$ cat src/design/safety_pkg.sv
// Shared constants and carrier types for the safety acknowledge and delay block
package safety_pkg;

    // ****************************************************************
    // Time base
    // ****************************************************************
    localparam int CLK_KHZ = 40000;
    localparam int TICK_MS = 10;
    localparam int TICK_CYCLES_DEF = CLK_KHZ * TICK_MS;
    localparam int BLINK_HZ = 1;
    localparam int BLINK_HALF_TICKS = 1000 / (2 * BLINK_HZ * TICK_MS);
    localparam int BLINK_W = 6;

    // ****************************************************************
    // Acknowledge pulse limits
    // ****************************************************************
    localparam int NUM_EN = 7;
    localparam int ACK_MIN_SHORT_MS = 100;
    localparam int ACK_MIN_LONG_MS = 350;
    localparam int ACK_MAX_S = 30;
    localparam int PW_W = 12;
    localparam logic [PW_W-1:0] ACK_MIN_SHORT_TICKS =
        PW_W'((ACK_MIN_SHORT_MS + TICK_MS - 1) / TICK_MS);
    localparam logic [PW_W-1:0] ACK_MIN_LONG_TICKS =
        PW_W'((ACK_MIN_LONG_MS + TICK_MS - 1) / TICK_MS);
    localparam logic [PW_W-1:0] ACK_MAX_TICKS =
        PW_W'(ACK_MAX_S * 1000 / TICK_MS);

    // ****************************************************************
    // Delay limits
    // ****************************************************************
    localparam int NUM_SEL = 4;
    localparam int DLY_W = 16;
    localparam int SUM_W = 18;
    localparam int FIX_MAX_S = 300;
    localparam int ADJ_MAX_S = 600;
    localparam logic [DLY_W-1:0] FIX_MAX_TICKS =
        DLY_W'(FIX_MAX_S * 1000 / TICK_MS);
    localparam logic [DLY_W-1:0] ADJ_MAX_TICKS =
        DLY_W'(ADJ_MAX_S * 1000 / TICK_MS);

    // ****************************************************************
    // Register map
    // ****************************************************************
    localparam int ADDR_W = 8;
    localparam int DATA_W = 32;
    localparam logic [ADDR_W-1:0] ADDR_CTRL = 8'h00;
    localparam logic [ADDR_W-1:0] ADDR_FIX_DELAY = 8'h04;
    localparam logic [ADDR_W-1:0] ADDR_ADJ_DELAY0 = 8'h08;
    localparam logic [ADDR_W-1:0] ADDR_STATUS = 8'h18;
    localparam logic [ADDR_W-1:0] ADDR_STEP = 8'h04;
    localparam int CTRL_EN_LSB = 0;
    localparam int CTRL_LONG_BIT = 8;
    localparam int CTRL_RUN_BIT = 16;
    localparam logic [NUM_EN-1:0] EN_MASK_RST = 7'h01;
    localparam logic [DLY_W-1:0] DELAY_RST = 16'h0000;

    // ****************************************************************
    // Carriers
    // ****************************************************************
    typedef struct packed {
        logic [NUM_SEL-1:0] sel;
        logic ctrl_in;
        logic off_in;
        logic ack;
        logic [NUM_EN-1:0] enable;
    } pin_in_t;

    localparam int PIN_W = $bits(pin_in_t);

    typedef struct packed {
        logic fix_running;
        logic adj_running;
        logic time_change;
        logic adj_release;
        logic fix_release;
        logic ack_request;
        logic ack_release;
        logic cond_met;
    } status_t;

endpackage : safety_pkg

$ cat src/design/ack_unit.sv
// Acknowledge unit: enable AND, pulse width check and release latch
`timescale 1ns/100ps
module ack_unit (
    input wire logic mclk,
    input wire logic rst_n,
    input wire logic clear,
    input wire logic tick,
    input wire logic [safety_pkg::NUM_EN-1:0] enable,
    input wire logic [safety_pkg::NUM_EN-1:0] enable_mask,
    input wire logic ack,
    input wire logic long_pulse,
    input wire logic blink,
    output logic cond_met,
    output logic release_out,
    output logic request
);
    logic [safety_pkg::PW_W-1:0] width_reg;
    logic [safety_pkg::PW_W-1:0] width_next;
    logic ack_prev_reg;
    logic cond_next;
    logic release_next;
    logic ack_fall;
    logic width_ok;
    logic [safety_pkg::PW_W-1:0] min_ticks;

    // Unused enables read as high; an empty mask never meets the condition
    assign cond_next = (&(enable | ~enable_mask)) & (|enable_mask);
    assign min_ticks = long_pulse ? safety_pkg::ACK_MIN_LONG_TICKS
                                  : safety_pkg::ACK_MIN_SHORT_TICKS;
    assign ack_fall = ack_prev_reg & ~ack;
    assign width_ok = (width_reg >= min_ticks) &&
                      (width_reg <= safety_pkg::ACK_MAX_TICKS);
    // Saturate one past the limit so an overlong press stays invalid
    assign width_next = !ack ? '0 :
        (tick && width_reg <= safety_pkg::ACK_MAX_TICKS) ?
            width_reg + 1'b1 : width_reg;
    assign release_next = !cond_next ? 1'b0 :
        (ack_fall && width_ok) ? 1'b1 : release_out;

    always_ff @(posedge mclk) begin
        if (!rst_n || clear) begin
            width_reg <= '0;
            ack_prev_reg <= 1'b0;
            cond_met <= 1'b0;
            release_out <= 1'b0;
            request <= 1'b0;
        end else begin
            width_reg <= width_next;
            ack_prev_reg <= ack;
            cond_met <= cond_next;
            release_out <= release_next;
            request <= cond_next & ~release_next & blink;
        end
    end

endmodule : ack_unit

$ cat src/design/delay_timer.sv
// Switch-off delay timer: release held high, dropped after a delay
`timescale 1ns/100ps
module delay_timer (
    input wire logic mclk,
    input wire logic rst_n,
    input wire logic clear,
    input wire logic tick,
    input wire logic hold_in,
    input wire logic [safety_pkg::DLY_W-1:0] delay,
    output logic release_out,
    output logic running
);
    typedef enum logic [1:0] {REL_LOW, REL_HIGH, TIMING} timer_state_t;

    timer_state_t state_reg;
    timer_state_t state_next;
    logic [safety_pkg::DLY_W-1:0] count_reg;
    logic [safety_pkg::DLY_W-1:0] count_next;
    logic expire;

    assign expire = tick && (count_reg <= 16'h0001);

    always_comb begin
        state_next = state_reg;
        count_next = count_reg;
        unique case (state_reg)
            REL_LOW: begin
                // Low after reset or run entry: no edge, no delay
                if (hold_in) begin
                    state_next = REL_HIGH;
                end
            end
            REL_HIGH: begin
                if (!hold_in) begin
                    count_next = delay;
                    state_next = (delay == '0) ? REL_LOW : TIMING;
                end
            end
            TIMING: begin
                if (hold_in) begin
                    count_next = '0;
                    state_next = REL_HIGH;
                end else if (expire) begin
                    count_next = '0;
                    state_next = REL_LOW;
                end else if (tick) begin
                    count_next = count_reg - 1'b1;
                end
            end
        endcase
    end

    always_ff @(posedge mclk) begin
        if (!rst_n || clear) begin
            state_reg <= REL_LOW;
            count_reg <= '0;
        end else begin
            state_reg <= state_next;
            count_reg <= count_next;
        end
    end

    // High input forces release in the same cycle
    assign release_out = hold_in || (state_reg != REL_LOW);
    assign running = (state_reg == TIMING);

endmodule : delay_timer

$ cat src/design/safety_ack_and_off_delay.sv
// Top: acknowledge unit, fixed and adjustable switch-off delay timers
//
// Added by the designer: strobed register access and the address map.
`timescale 1ns/100ps
module safety_ack_and_off_delay #(
    parameter int TICK_CYCLES = safety_pkg::TICK_CYCLES_DEF
) (
    input wire logic mclk,
    input wire logic rst_n,
    input wire logic [safety_pkg::ADDR_W-1:0] addr,
    input wire logic [safety_pkg::DATA_W-1:0] wdata,
    input wire logic wr,
    input wire logic rd,
    output logic [safety_pkg::DATA_W-1:0] rdata,
    input wire safety_pkg::pin_in_t pins,
    output logic cond_met,
    output logic ack_release,
    output logic ack_request,
    output logic fix_release,
    output logic adj_release,
    output logic time_change
);
    // ****************************************************************
    // Pin synchronisers
    // ****************************************************************
    // Three stages; a change is taken only once stages two and three
    // agree, which also rejects a single-cycle glitch.
    logic [safety_pkg::PIN_W-1:0] sync1_reg;
    logic [safety_pkg::PIN_W-1:0] sync2_reg;
    logic [safety_pkg::PIN_W-1:0] sync3_reg;
    logic [safety_pkg::PIN_W-1:0] filt_reg;
    safety_pkg::pin_in_t pin_s;

    genvar gi;
    generate
        for (gi = 0; gi < safety_pkg::PIN_W; gi++) begin : g_sync
            always_ff @(posedge mclk) begin
                if (!rst_n) begin
                    sync1_reg[gi] <= 1'b0;
                    sync2_reg[gi] <= 1'b0;
                    sync3_reg[gi] <= 1'b0;
                    filt_reg[gi] <= 1'b0;
                end else begin
                    sync1_reg[gi] <= pins[gi];
                    sync2_reg[gi] <= sync1_reg[gi];
                    sync3_reg[gi] <= sync2_reg[gi];
                    if (sync2_reg[gi] == sync3_reg[gi]) begin
                        filt_reg[gi] <= sync3_reg[gi];
                    end
                end
            end
        end
    endgenerate

    assign pin_s = safety_pkg::pin_in_t'(filt_reg);

    // ****************************************************************
    // Registers
    // ****************************************************************
    logic [safety_pkg::NUM_EN-1:0] en_mask_reg;
    logic long_pulse_reg;
    logic run_reg;
    logic [safety_pkg::DLY_W-1:0] fix_delay_reg;
    logic [safety_pkg::DLY_W-1:0] adj_delay_reg [safety_pkg::NUM_SEL];
    logic [safety_pkg::DATA_W-1:0] rdata_next;
    logic [safety_pkg::DATA_W-1:0] adj_rdata [safety_pkg::NUM_SEL];
    logic [safety_pkg::NUM_SEL-1:0] adj_hit;
    logic wr_ctrl;
    logic wr_fix;
    logic [safety_pkg::DLY_W-1:0] wdata_dly;
    logic [safety_pkg::DLY_W-1:0] fix_wr_val;
    logic [safety_pkg::DLY_W-1:0] adj_wr_val;
    safety_pkg::status_t status;

    assign wr_ctrl = wr && (addr == safety_pkg::ADDR_CTRL);
    assign wr_fix = wr && (addr == safety_pkg::ADDR_FIX_DELAY);
    assign wdata_dly = wdata[safety_pkg::DLY_W-1:0];
    // Out-of-range delays are clamped so the counter never overruns
    assign fix_wr_val = (wdata[safety_pkg::DATA_W-1:safety_pkg::DLY_W] != '0
        || wdata_dly > safety_pkg::FIX_MAX_TICKS) ?
        safety_pkg::FIX_MAX_TICKS : wdata_dly;
    assign adj_wr_val = (wdata[safety_pkg::DATA_W-1:safety_pkg::DLY_W] != '0
        || wdata_dly > safety_pkg::ADJ_MAX_TICKS) ?
        safety_pkg::ADJ_MAX_TICKS : wdata_dly;

    always_ff @(posedge mclk) begin
        if (!rst_n) begin
            en_mask_reg <= safety_pkg::EN_MASK_RST;
            long_pulse_reg <= 1'b0;
            run_reg <= 1'b0;
        end else if (wr_ctrl) begin
            en_mask_reg <= wdata[safety_pkg::CTRL_EN_LSB +:
                                 safety_pkg::NUM_EN];
            long_pulse_reg <= wdata[safety_pkg::CTRL_LONG_BIT];
            run_reg <= wdata[safety_pkg::CTRL_RUN_BIT];
        end
    end

    always_ff @(posedge mclk) begin
        if (!rst_n) begin
            fix_delay_reg <= safety_pkg::DELAY_RST;
        end else if (wr_fix) begin
            fix_delay_reg <= fix_wr_val;
        end
    end

    generate
        for (gi = 0; gi < safety_pkg::NUM_SEL; gi++) begin : g_adj_reg
            assign adj_hit[gi] = (addr == safety_pkg::ADDR_ADJ_DELAY0 +
                safety_pkg::ADDR_W'(gi) * safety_pkg::ADDR_STEP);
            assign adj_rdata[gi] = {{(safety_pkg::DATA_W -
                safety_pkg::DLY_W){1'b0}}, adj_delay_reg[gi]};
            always_ff @(posedge mclk) begin
                if (!rst_n) begin
                    adj_delay_reg[gi] <= safety_pkg::DELAY_RST;
                end else if (wr && adj_hit[gi]) begin
                    adj_delay_reg[gi] <= adj_wr_val;
                end
            end
        end
    endgenerate

    // Unmapped addresses read as zero
    assign rdata_next =
        (addr == safety_pkg::ADDR_CTRL) ?
            safety_pkg::DATA_W'({run_reg, 7'h00, long_pulse_reg,
                                 1'b0, en_mask_reg}) :
        (addr == safety_pkg::ADDR_FIX_DELAY) ?
            safety_pkg::DATA_W'(fix_delay_reg) :
        adj_hit[0] ? adj_rdata[0] :
        adj_hit[1] ? adj_rdata[1] :
        adj_hit[2] ? adj_rdata[2] :
        adj_hit[3] ? adj_rdata[3] :
        (addr == safety_pkg::ADDR_STATUS) ?
            safety_pkg::DATA_W'(status) : '0;

    always_ff @(posedge mclk) begin
        if (!rst_n) begin
            rdata <= '0;
        end else if (rd) begin
            rdata <= rdata_next;
        end else begin
            rdata <= '0;
        end
    end

    // ****************************************************************
    // Time base
    // ****************************************************************
    // Tick runs free even in stop, so timing phase is never reset by
    // software; the first tick after run entry may come early.
    localparam int DIV_W = $clog2(TICK_CYCLES + 1);
    logic [DIV_W-1:0] div_reg;
    logic tick;
    logic [safety_pkg::BLINK_W-1:0] blink_cnt_reg;
    logic blink_reg;
    logic blink_wrap;

    assign tick = (div_reg == DIV_W'(TICK_CYCLES - 1));
    assign blink_wrap = (blink_cnt_reg ==
        safety_pkg::BLINK_W'(safety_pkg::BLINK_HALF_TICKS - 1));

    always_ff @(posedge mclk) begin
        if (!rst_n) begin
            div_reg <= '0;
        end else if (tick) begin
            div_reg <= '0;
        end else begin
            div_reg <= div_reg + 1'b1;
        end
    end

    always_ff @(posedge mclk) begin
        if (!rst_n) begin
            blink_cnt_reg <= '0;
            blink_reg <= 1'b0;
        end else if (tick) begin
            blink_cnt_reg <= blink_wrap ? '0 : blink_cnt_reg + 1'b1;
            if (blink_wrap) begin
                blink_reg <= ~blink_reg;
            end
        end
    end

    // ****************************************************************
    // Acknowledge unit
    // ****************************************************************
    // Also serves as the restart unit; only the naming would differ.
    logic stopped;

    assign stopped = ~run_reg;

    ack_unit u_ack (
        .mclk(mclk),
        .rst_n(rst_n),
        .clear(stopped),
        .tick(tick),
        .enable(pin_s.enable),
        .enable_mask(en_mask_reg),
        .ack(pin_s.ack),
        .long_pulse(long_pulse_reg),
        .blink(blink_reg),
        .cond_met(cond_met),
        .release_out(ack_release),
        .request(ack_request)
    );

    // ****************************************************************
    // Fixed switch-off delay
    // ****************************************************************
    logic fix_rel;
    logic fix_running;

    delay_timer u_fix (
        .mclk(mclk),
        .rst_n(rst_n),
        .clear(stopped),
        .tick(tick),
        .hold_in(pin_s.off_in & run_reg),
        .delay(fix_delay_reg),
        .release_out(fix_rel),
        .running(fix_running)
    );

    // ****************************************************************
    // Adjustable switch-off delay
    // ****************************************************************
    logic [safety_pkg::SUM_W-1:0] part_sum [safety_pkg::NUM_SEL+1];
    logic [safety_pkg::DLY_W-1:0] adj_sum;
    logic [safety_pkg::NUM_SEL-1:0] sel_active;
    logic [safety_pkg::NUM_SEL-1:0] sel_latch_reg;
    logic ctrl_prev_reg;
    logic ctrl_fall;
    logic adj_rel;
    logic adj_running;
    logic time_change_reg;
    logic adj_hold;

    assign part_sum[0] = '0;
    generate
        for (gi = 0; gi < safety_pkg::NUM_SEL; gi++) begin : g_sum
            // A zero delay leaves its select input inactive
            assign sel_active[gi] = pin_s.sel[gi] &&
                (adj_delay_reg[gi] != '0);
            assign part_sum[gi+1] = part_sum[gi] + (sel_active[gi] ?
                safety_pkg::SUM_W'(adj_delay_reg[gi]) : '0);
        end
    endgenerate

    assign adj_sum = (part_sum[safety_pkg::NUM_SEL] >
        safety_pkg::SUM_W'(safety_pkg::ADJ_MAX_TICKS)) ?
        safety_pkg::ADJ_MAX_TICKS :
        part_sum[safety_pkg::NUM_SEL][safety_pkg::DLY_W-1:0];

    assign adj_hold = pin_s.ctrl_in & run_reg;
    assign ctrl_fall = ctrl_prev_reg & ~adj_hold;

    delay_timer u_adj (
        .mclk(mclk),
        .rst_n(rst_n),
        .clear(stopped),
        .tick(tick),
        .hold_in(adj_hold),
        .delay(adj_sum),
        .release_out(adj_rel),
        .running(adj_running)
    );

    always_ff @(posedge mclk) begin
        if (!rst_n || stopped) begin
            ctrl_prev_reg <= 1'b0;
            sel_latch_reg <= '0;
        end else begin
            ctrl_prev_reg <= adj_hold;
            if (ctrl_fall) begin
                sel_latch_reg <= pin_s.sel;
            end
        end
    end

    // Change is flagged against the selection taken at the edge
    always_ff @(posedge mclk) begin
        if (!rst_n || stopped) begin
            time_change_reg <= 1'b0;
        end else if (adj_running && !ctrl_fall &&
                     pin_s.sel != sel_latch_reg) begin
            time_change_reg <= 1'b1;
        end else if (adj_hold) begin
            time_change_reg <= 1'b0;
        end
    end

    // ****************************************************************
    // Outputs and status
    // ****************************************************************
    always_ff @(posedge mclk) begin
        if (!rst_n) begin
            fix_release <= 1'b0;
            adj_release <= 1'b0;
        end else begin
            fix_release <= fix_rel;
            adj_release <= adj_rel;
        end
    end

    assign time_change = time_change_reg;

    assign status.fix_running = fix_running;
    assign status.adj_running = adj_running;
    assign status.time_change = time_change_reg;
    assign status.adj_release = adj_release;
    assign status.fix_release = fix_release;
    assign status.ack_request = ack_request;
    assign status.ack_release = ack_release;
    assign status.cond_met = cond_met;

endmodule : safety_ack_and_off_delay

$ cat config.mk
export PLATFORM = sky130hd
export DESIGN_NAME = safety_ack_and_off_delay
export DESIGN_NICKNAME = d
export VERILOG_FILES = /design/src/design/safety_pkg.sv /design/src/design/ack_unit.sv /design/src/design/delay_timer.sv /design/src/design/safety_ack_and_off_delay.sv
export SDC_FILE = /design/constraint.sdc
export NUM_CORES = 1
export LEC_CHECK = 0
export BUFFER_PORTS_ARGS = -buffer_cell sky130_fd_sc_hd__buf_2
export CAP_MARGIN = 0
export CORE_MARGIN = 10
export CORE_UTILIZATION = 47
export CTS_BUF_LIST = sky130_fd_sc_hd__clkbuf_2 sky130_fd_sc_hd__clkbuf_4 sky130_fd_sc_hd__clkbuf_8
export DETAILED_ROUTE_END_ITERATION = 8
export MAX_ROUTING_LAYER = met4
export SLEW_MARGIN = 20
export SYNTH_ARGS = -nofsm -noshare
export SYNTH_HDL_FRONTEND = slang
export SYNTH_SLANG_ARGS = --single-unit
$ cat constraint.sdc
create_clock -name mclk -period 10.1 [get_ports mclk]
set_clock_uncertainty 0.1 [all_clocks]
set_input_delay 1.515 -clock mclk [delete_from_list [all_inputs] [get_ports mclk]]
set_output_delay 1.515 -clock mclk [all_outputs]
set_load 0.1 [all_outputs]
==> key figures, run 1 <==
Worst setup path
  • Crit path arrival time: between 5 and 6 ns
  • Required @ worst endpoint: 10.46 ns
  • CP Launch Point: adj_delay_reg[1][8]
  • Worst r2r src: adj_delay_reg[1][8]
  • Startpoint Class: register
  • Setup CP Type: register to register
  • Crit-path max FO: 10
  • CP endpoint kind: register
  • Worst r2r path cells: 16

Logic synthesis
  • Post-synth EDFFs: 64
  • Syn_area_per_cell: 9.04 µm²
  • Sequential share of the synthesized area: a little over two fifths
  • Ys flop type: dfxtp_1
  • Yosys warns: 0
  • FFs w/ async S/R, synth: 0%
  • Mapped cell area: 13,200 µm²
  • Mapped Cells: 1,462
  • Synth cell types: 78
  • Synth Register Bits: ~250

CTS
  • CTS tree: done
  • Clock transition at path regs: 0.06 ns
  • Post-CTS Resized: 0
  • Post-CTS Hold Buffers: 0
  • CTS Buf Count: between 40 and 50
  • H-tree lvl count: 2
  • CTS root buf: clkbuf_8
  • Setup Buffers After CTS: 0
  • Clk sink count: between 200 and 250
  • Clock Path Buffers: 3
  • Worst-Skew Late Latency: 0.56 ns

Routing
  • Remaining routing DRC violations: 0
  • Pre-antenna DRT Iters: 5
  • Initial detailed-routing violation count: a little under 800
  • Vias per inst: around 5.4
  • Routed WL: roughly 35,000 µm
  • Routed Antenna Nets: 0
  • Wirelength per Cell: between 15 and 20 µm
  • DR vias: roughly 11,000

Min path
  • Min-delay src: sync1_reg[8]
  • Hold depth: 1
  • Hold WC Path Type: register to register

Global routing
  • First-pass GRT wire length: 56,500 µm
  • Vias in the first global route: about 11,000
  • Antenna violations before repair: 0
  • GRT Overall Usage: 19.9%
  • Pin count of the biggest net entering global routing: slightly below 70
  • Grt ovf: 0

Finish
  • Layout cells sized above 1: 12.3%
  • Filler cells: approximately 2,700
  • Max FFs per register: 64
  • Ant diodes: 0
  • Util after Layout: between 50% and 60%
  • Register area: between 5000 and 6000 µm²
  • Multi-input gate area: 6840 µm²
  • Layout area overhead: 11.2%
  • Nets: 1,660

Place
  • GPL Wtd Cong: 0.905
  • Dpl hpwl: between 20,000 and 30,000 µm
  • Port bufs: 80

Timing
  • Relative slew margins: around two fifths
  • Slew @ Worst Pin: slightly below 0.9 ns
  • Setup-failing EPs final: 0
  • Unrepaired setup endpoints after global routing: false
  • Period minus WS final: approximately 5.4 ns
  • Final hold viol count: 0
  • F_max: 184 MHz
  • Setup_tns: 0 ns
  • Final Max Tran Viols: 0
  • Worst hold margin: between 0.3 and 0.4 ns
  • Fin crit share: about 54%

Die
  • Die Wd: 188 µm
  • Cell row count: 61
  • Core ar.: about 28,000 µm²
  • IO Pins: 96
  • Full die area: 35,200 µm²
  • Initial Util: ~48%
  • Die height: ~190 µm

Power and ir drop
  • Leakage: a little under 0.006 µW
  • Worst VDD drop: around 0.10 mV
  • PD cells: 142 nW/µm²

Outcome
  • Status: complete, no violations

Job
  • Max-cap viol count: 0
[worst max-delay path, cell delays in order (launching register included)]
cell and delay [ns]:
edfxtp_1 0.41, nor4_1 0.52, a41oi_1 0.42, and2_1 0.31, fa_1 0.48, inv_1 0.05
fa_1 0.53, inv_1 0.04, ha_1 0.35, and3_2 0.22, a221o_2 0.41, a31oi_4 0.24
xor2_1 0.33, o21ai_1 0.18, o2111ai_4 0.34, a41oi_1 0.17, a211oi_1 0.24
[cells by family after synthesis]
logic type / synth area share [%]
compound gates: 15.4
xor+xnor: 4.04
fa+ha+maj: 8.16
buf+inv: 6.32
flops: 42.4
mux: 1.59
other cells: 0.0284
simple gates: 22.0
[layout by cell type (no fill, tap or decap), types with 11 or more instances in the layout]
master	synthesis	final
a21boi_0	17	17
a21oi_1	75	75
a22oi_1	12	12
and2_1	125	125
and3_1	20	20
buf_2	4	80
buf_4	15	12
clkbuf_4	0	11
clkbuf_8	2	51
conb_1	1	15
dfxtp_1	184	184
edfxtp_1	64	64
fa_1	32	32
ha_1	35	35
inv_1	108	108
mux2i_1	21	21
nand2_1	93	93
nand3_1	36	36
nand4_1	15	15
nor2_1	152	152
nor2b_1	19	19
nor3_1	35	35
nor4_1	38	38
o21ai_0	87	86
o22ai_1	16	16
xnor2_1	37	37
xor2_1	24	24
[synth_stat cells (all sizes together), types with 5 or more instances]
cell type    n  area [µm²]
inv        108         405
and2       126         790
a41oi       10        87.6
nor4        39         250
o22ai       16         100
clkbuf      53         220
nor2       152         571
a21boi      17         128
a21oi       75         375
o221ai      10        87.6
nand4       15        93.8
o21ai       88         440
dfxtp      184        3680
a21o         5        41.3
fa          32         641
nand2       93         349
a22oi       12        90.1
or3          5        31.3
xor2        24         210
buf         24         174
or4          7        52.6
edfxtp      64        1920
a211oi       9        72.6
xnor2       37         324
mux2i       21         210
a31oi       11        83.8
nor2b       19         119
a221oi       8        70.1
nor3        38         205
and3        21         133
nand3       36         180
a22o         8        70.1
ha          35         438
[power breakdown]
| part | switching [µW] | leakage, µW | internal (µW) |
|---|---|---|---|
| registers | 16.6 | 0.00210 | 1040 |
| logic | 74.2 | 0.00336 | 26.9 |
| clock network | 409 | 0.000464 | 525 |
[metrics by stage]
stage	cells	power (µW)	instance area, µm²	setup WS, ns
2_1_floorplan	1476	1140	13300	5.38
5_1_grt	1943	2170	14700	4.35
3_5_place_dp	1868	1180	13800	4.71
6_report	1943	2090	14700	4.67
4_1_cts	1943	2110	14700	4.68
3_3_place_gp	1868	1180	13800	4.79
[area by class of cell]
type	count	share of cell area, %
repair buffers	92	3.34
multi-input cells	1041	46.5
clock inverters	13	0.681
clock buffers	62	5.34
well taps	378	3.22
inverters	109	2.78
flip-flops and latches	248	38.1
[routing by layer]
metal | global-route usage, % | up-vias | share of wire (%)
met4 | 5.88 | 0 | 2.6
li1 | - | 5229 | -
met2 | 31.9 | 311 | 47
met5 | - | - | 0
met1 | 25.6 | 4969 | 45
met3 | 2.95 | 80 | 5.3
[path summary, 6_finish.rpt]
check,endpoint,slack [ns]
max reg2reg,u_adj.count_reg[0],4.67
min reg2reg,sync2_reg[8],0.33
max,u_adj.count_reg[0],4.67
min,sync2_reg[8],0.33
Power figures use the tool's default switching activity.
==> inputs of run 2 (changes only) <==
Settings changed: ABC_AREA set to 1.
Clock period 10.1 ns to 5.17 ns, I/O delays scaled along.
==> key figures, run 2 <==
Logic synthesis
  • Synth top area share: 26.9% (was 27.9%)
  • Synth cell types: 57 (was 78)
  • Sequential share of the synthesized area: 41.0% (was 42.4%)
  • Syn_area_per_cell: 7.54 µm² (was 9.04 µm²)
  • Top post-synthesis cells by count: nand2_1, inv_1, nor2_1, dfxtp_1, a21oi_1 (was dfxtp_1, nor2_1, and2_1, inv_1, nand2_1)
  • Synth Register Bits: 248 (unchanged)
  • Mapped cell area: 13,700 µm² (was 13,200 µm²)
  • Area leader, netlist: dfxtp_1 (unchanged)
  • FFs w/ async S/R, synth: 0% (unchanged)
  • Most numerous cell in the Yosys netlist: nand2_1 (was dfxtp_1)
  • Yosys warns: 0 (unchanged)
  • Ys flop type: dfxtp_1 (unchanged)
  • Post-synth EDFFs: 64 (unchanged)
  • Top cells by area, synth: dfxtp_1, edfxtp_1, nand2_1 (was dfxtp_1, edfxtp_1, and2_1)
  • Mapped Cells: 1,815 (was 1,462)

Job
  • Max-cap viol count: 0 (unchanged)

Die
  • Die height: 191 µm (was 188 µm)
  • Initial Util: 47.7% (was 47.6%)
  • Cell row count: 62 (was 61)
  • Full die area: 36,300 µm² (was 35,200 µm²)
  • Die Wd: 191 µm (was 188 µm)
  • Core ar.: 28,700 µm² (was 27,800 µm²)
  • IO Pins: 96 (unchanged)

Finish
  • Max FFs per register: 64 (unchanged)
  • Commonest non-fill, non-tap cell in the layout: nand2_1 (was dfxtp_1)
  • Ant diodes: 0 (unchanged)
  • Most frequent cells in the layout: nand2_1, inv_1, nor2_1 (was dfxtp_1, nor2_1, and2_1)
  • Nets: 2,040 (was 1,660)
  • Layout cells sized above 1: 12.5% (was 12.3%)
  • Final Non-Filler Cells: 2,334 (was 1,943)
  • Final Cell Area: 15,400 µm² (was 14,700 µm²)
  • Layout area overhead: 12.6% (was 11.2%)

Global routing
  • Antenna violations before repair: 0 (unchanged)
  • Grt ovf: 0 (unchanged)
  • GRT Overall Usage: 21.1% (was 19.9%)
  • First-pass GRT wire length: 60,600 µm (was 56,500 µm)
  • Pin count of the biggest net entering global routing: 82 (was 68)
  • Vias in the first global route: 11,700 (was 10,500)

CTS
  • Worst-Skew Late Latency: 0.56 ns (about the same)
  • Clock Path Buffers: 3 (unchanged)
  • CTS Buf Count: 44 (was 43)
  • H-tree lvl count: 2 (unchanged)
  • Clk sink count: 248 (unchanged)
  • CTS tree: done (unchanged)
  • CTS root buf: clkbuf_8 (unchanged)
  • Setup Buffers After CTS: 0 (unchanged)
  • Post-CTS Hold Buffers: 0 (unchanged)
  • Clock transition at path regs: 0.06 ns (about the same)

Worst setup path
  • Crit path arrival time: 5.15 ns (was 5.79 ns)
  • Crit-path max FO: 7 (was 10)
  • Worst r2r path cells: 25 (was 16)
  • Startpoint Class: register (unchanged)
  • Required @ worst endpoint: 5.48 ns (was 10.46 ns)
  • CP top delay family: simple AND/OR/NAND/NOR gates (was compound AO/OA/AOI/OAI gates)
  • Critical R2R Capture: u_adj.state_reg[1] (was u_adj.count_reg[0])
  • CP dominant cell by count: inv_1
  • CP endpoint kind: register (unchanged)
  • Worst r2r src: adj_delay_reg[1][7] (was adj_delay_reg[1][8])
  • Setup CP Type: register to register (unchanged)
  • Slowest stage delay, CP: 0.52 ns (was 0.53 ns)
  • Worst path buffer plus inverter count: 6 (was 2)
  • CP max stage cell: fa_1 (unchanged)
  • R2r setup slk: 0.33 ns (was 4.67 ns)

Routing
  • Pre-antenna DRT Iters: 5 (unchanged)
  • Wirelength per Cell: 16.1 µm (was 18.0 µm)
  • DR vias: 12,000 (was 10,600)
  • Vias per inst: 5.14 (was 5.45)
  • Routed Antenna Nets: 0 (unchanged)
  • Routed WL: 37,600 µm (was 35,000 µm)
  • Remaining routing DRC violations: 0 (unchanged)
  • Initial detailed-routing violation count: 990 (was 778)

Timing
  • F_max: 207 MHz (was 184 MHz)
  • Relative slew margins: 28.4% (was 41.6%)
  • Fin crit share: 93.5% (was 53.8%)
  • Slew @ Worst Pin: 1.07 ns (was 0.869 ns)
  • Setup-failing EPs final: 0 (unchanged)
  • Setup_tns: 0 ns (unchanged)
  • Period minus WS final: 4.84 ns (was 5.43 ns)
  • Final Max Tran Viols: 0 (unchanged)
  • Final hold viol count: 0 (unchanged)

Place
  • Dpl hpwl: 29,200 µm (was 26,000 µm)
  • Placed Instances: 2,252 (was 1,868)
  • Port bufs: 80 (unchanged)
  • GPL Wtd Cong: 0.933 (was 0.905)
  • Area post-placement: 14,400 µm² (was 13,800 µm²)

Power and ir drop
  • PD cells: 266 nW/µm² (was 142 nW/µm²)
  • Leakage: 0.00712 µW (was 0.00592 µW)
  • Final Power: 4110 µW (was 2090 µW)
  • Worst VDD drop: 0.251 mV (was 0.104 mV)

Min path
  • Min-delay src: pins[9] (was sync1_reg[8])
  • Hold Path Sink: sync1_reg[9] (was sync2_reg[8])
  • Hold WC Path Type: input port to register (was register to register)
  • Hold depth: 3 (was 1)

Outcome
  • Status: complete, no violations (unchanged)
## run 2: cell families after synthesis
family	Yosys count	share of synthesized area, %
simple gates	766	24.8
other cells	1	0.0274
flops	248	41.0
compound gates	313	12.8
fa+ha+maj	67	7.88
xor+xnor	34	2.18
buf+inv	386	11.3
## run 2: metrics by stage
stage | hold slack [ns] | worst slack (ns) | util, %
after floorplan | 0.290 | 0.726 | -
after global placement | 0.293 | -0.238 | 50.3
after detailed placement | 0.297 | -0.240 | 50.3
after CTS | 0.270 | 0.0523 | 53.5
after global routing | 0.295 | -0.00655 | 53.7
final | 0.301 | 0.334 | 53.7
## run 2: power by group
group          leakage [µW]  internal (µW)  switching (µW)
logic               0.00452           38.5             134
registers           0.00210           2030            26.0
clock network      0.000503           1050             827
total               0.00712           3120             986
## run 2: worst max path at each step
| stage | startpoint | to | slack [ns] | depth (start not counted) |
|---|---|---|---|---|
| 3_3_place_gp | adj_delay_reg[1][9] | u_adj.state_reg[1] | -0.24 | 26 |
| 2_1_floorplan | adj_delay_reg[1][9] | u_adj.state_reg[1] | 0.73 | 27 |
| 4_1_cts | adj_delay_reg[1][9] | u_adj.state_reg[1] | 0.05 | 26 |
| 3_5_place_dp | adj_delay_reg[1][9] | u_adj.state_reg[1] | -0.24 | 26 |
| 6_report | adj_delay_reg[1][7] | u_adj.state_reg[1] | 0.33 | 25 |
| 5_1_grt | adj_delay_reg[0][6] | u_adj.state_reg[1] | -0.007 | 26 |
## run 2: layout make-up
class	instances	area (µm²)
repair inverters	1	7.51
fillers	2806	13300
repair buffers	95	513
multi-input cells	1195	6630
inverters	330	1240
well taps	384	480
clock inverters	14	88.8
flip-flops and latches	248	5610
clock buffers	67	841
## run 2: what timing repair did
| action | 4_1_cts | 5_1_grt |
|---|---|---|
| endpoints found under the setup margin | 17 | 17 |
| cloned | 0 | 1 |
| pin swaps | 0 | 1 |
| endpoints found under the hold margin | 0 | 0 |
| resized for setup | 2 | 8 |
## run 2: worst reg2reg max path, stage by stage (launching register included)
cell and delay (ns):
edfxtp_1 0.41, inv_1 0.12, nand4_1 0.15, nor4_1 0.42, a21oi_4 0.19, inv_2 0.16
nor2_1 0.08, fa_1 0.48, inv_1 0.05, fa_1 0.52, inv_1 0.04, ha_1 0.37
nand2_2 0.13, inv_1 0.05, a21oi_2 0.21, inv_1 0.08, a21oi_2 0.14, nand2_1 0.09
nand3_1 0.10, o21ai_0 0.14, nor2_4 0.22, nand4_1 0.16, nor2_1 0.13, nand2_1 0.06
nand2_1 0.06, a21oi_1 0.05
## run 2: layer usage
layer / GRT usage (%) / vias up / wire, µm
met5: - / - / 0
met4: 6.69 / 0 / 982
met3: 2.85 / 72 / 2020
met2: 34.2 / 375 / 17600
li1: - / 6034 / -
met1: 26.9 / 5513 / 17000
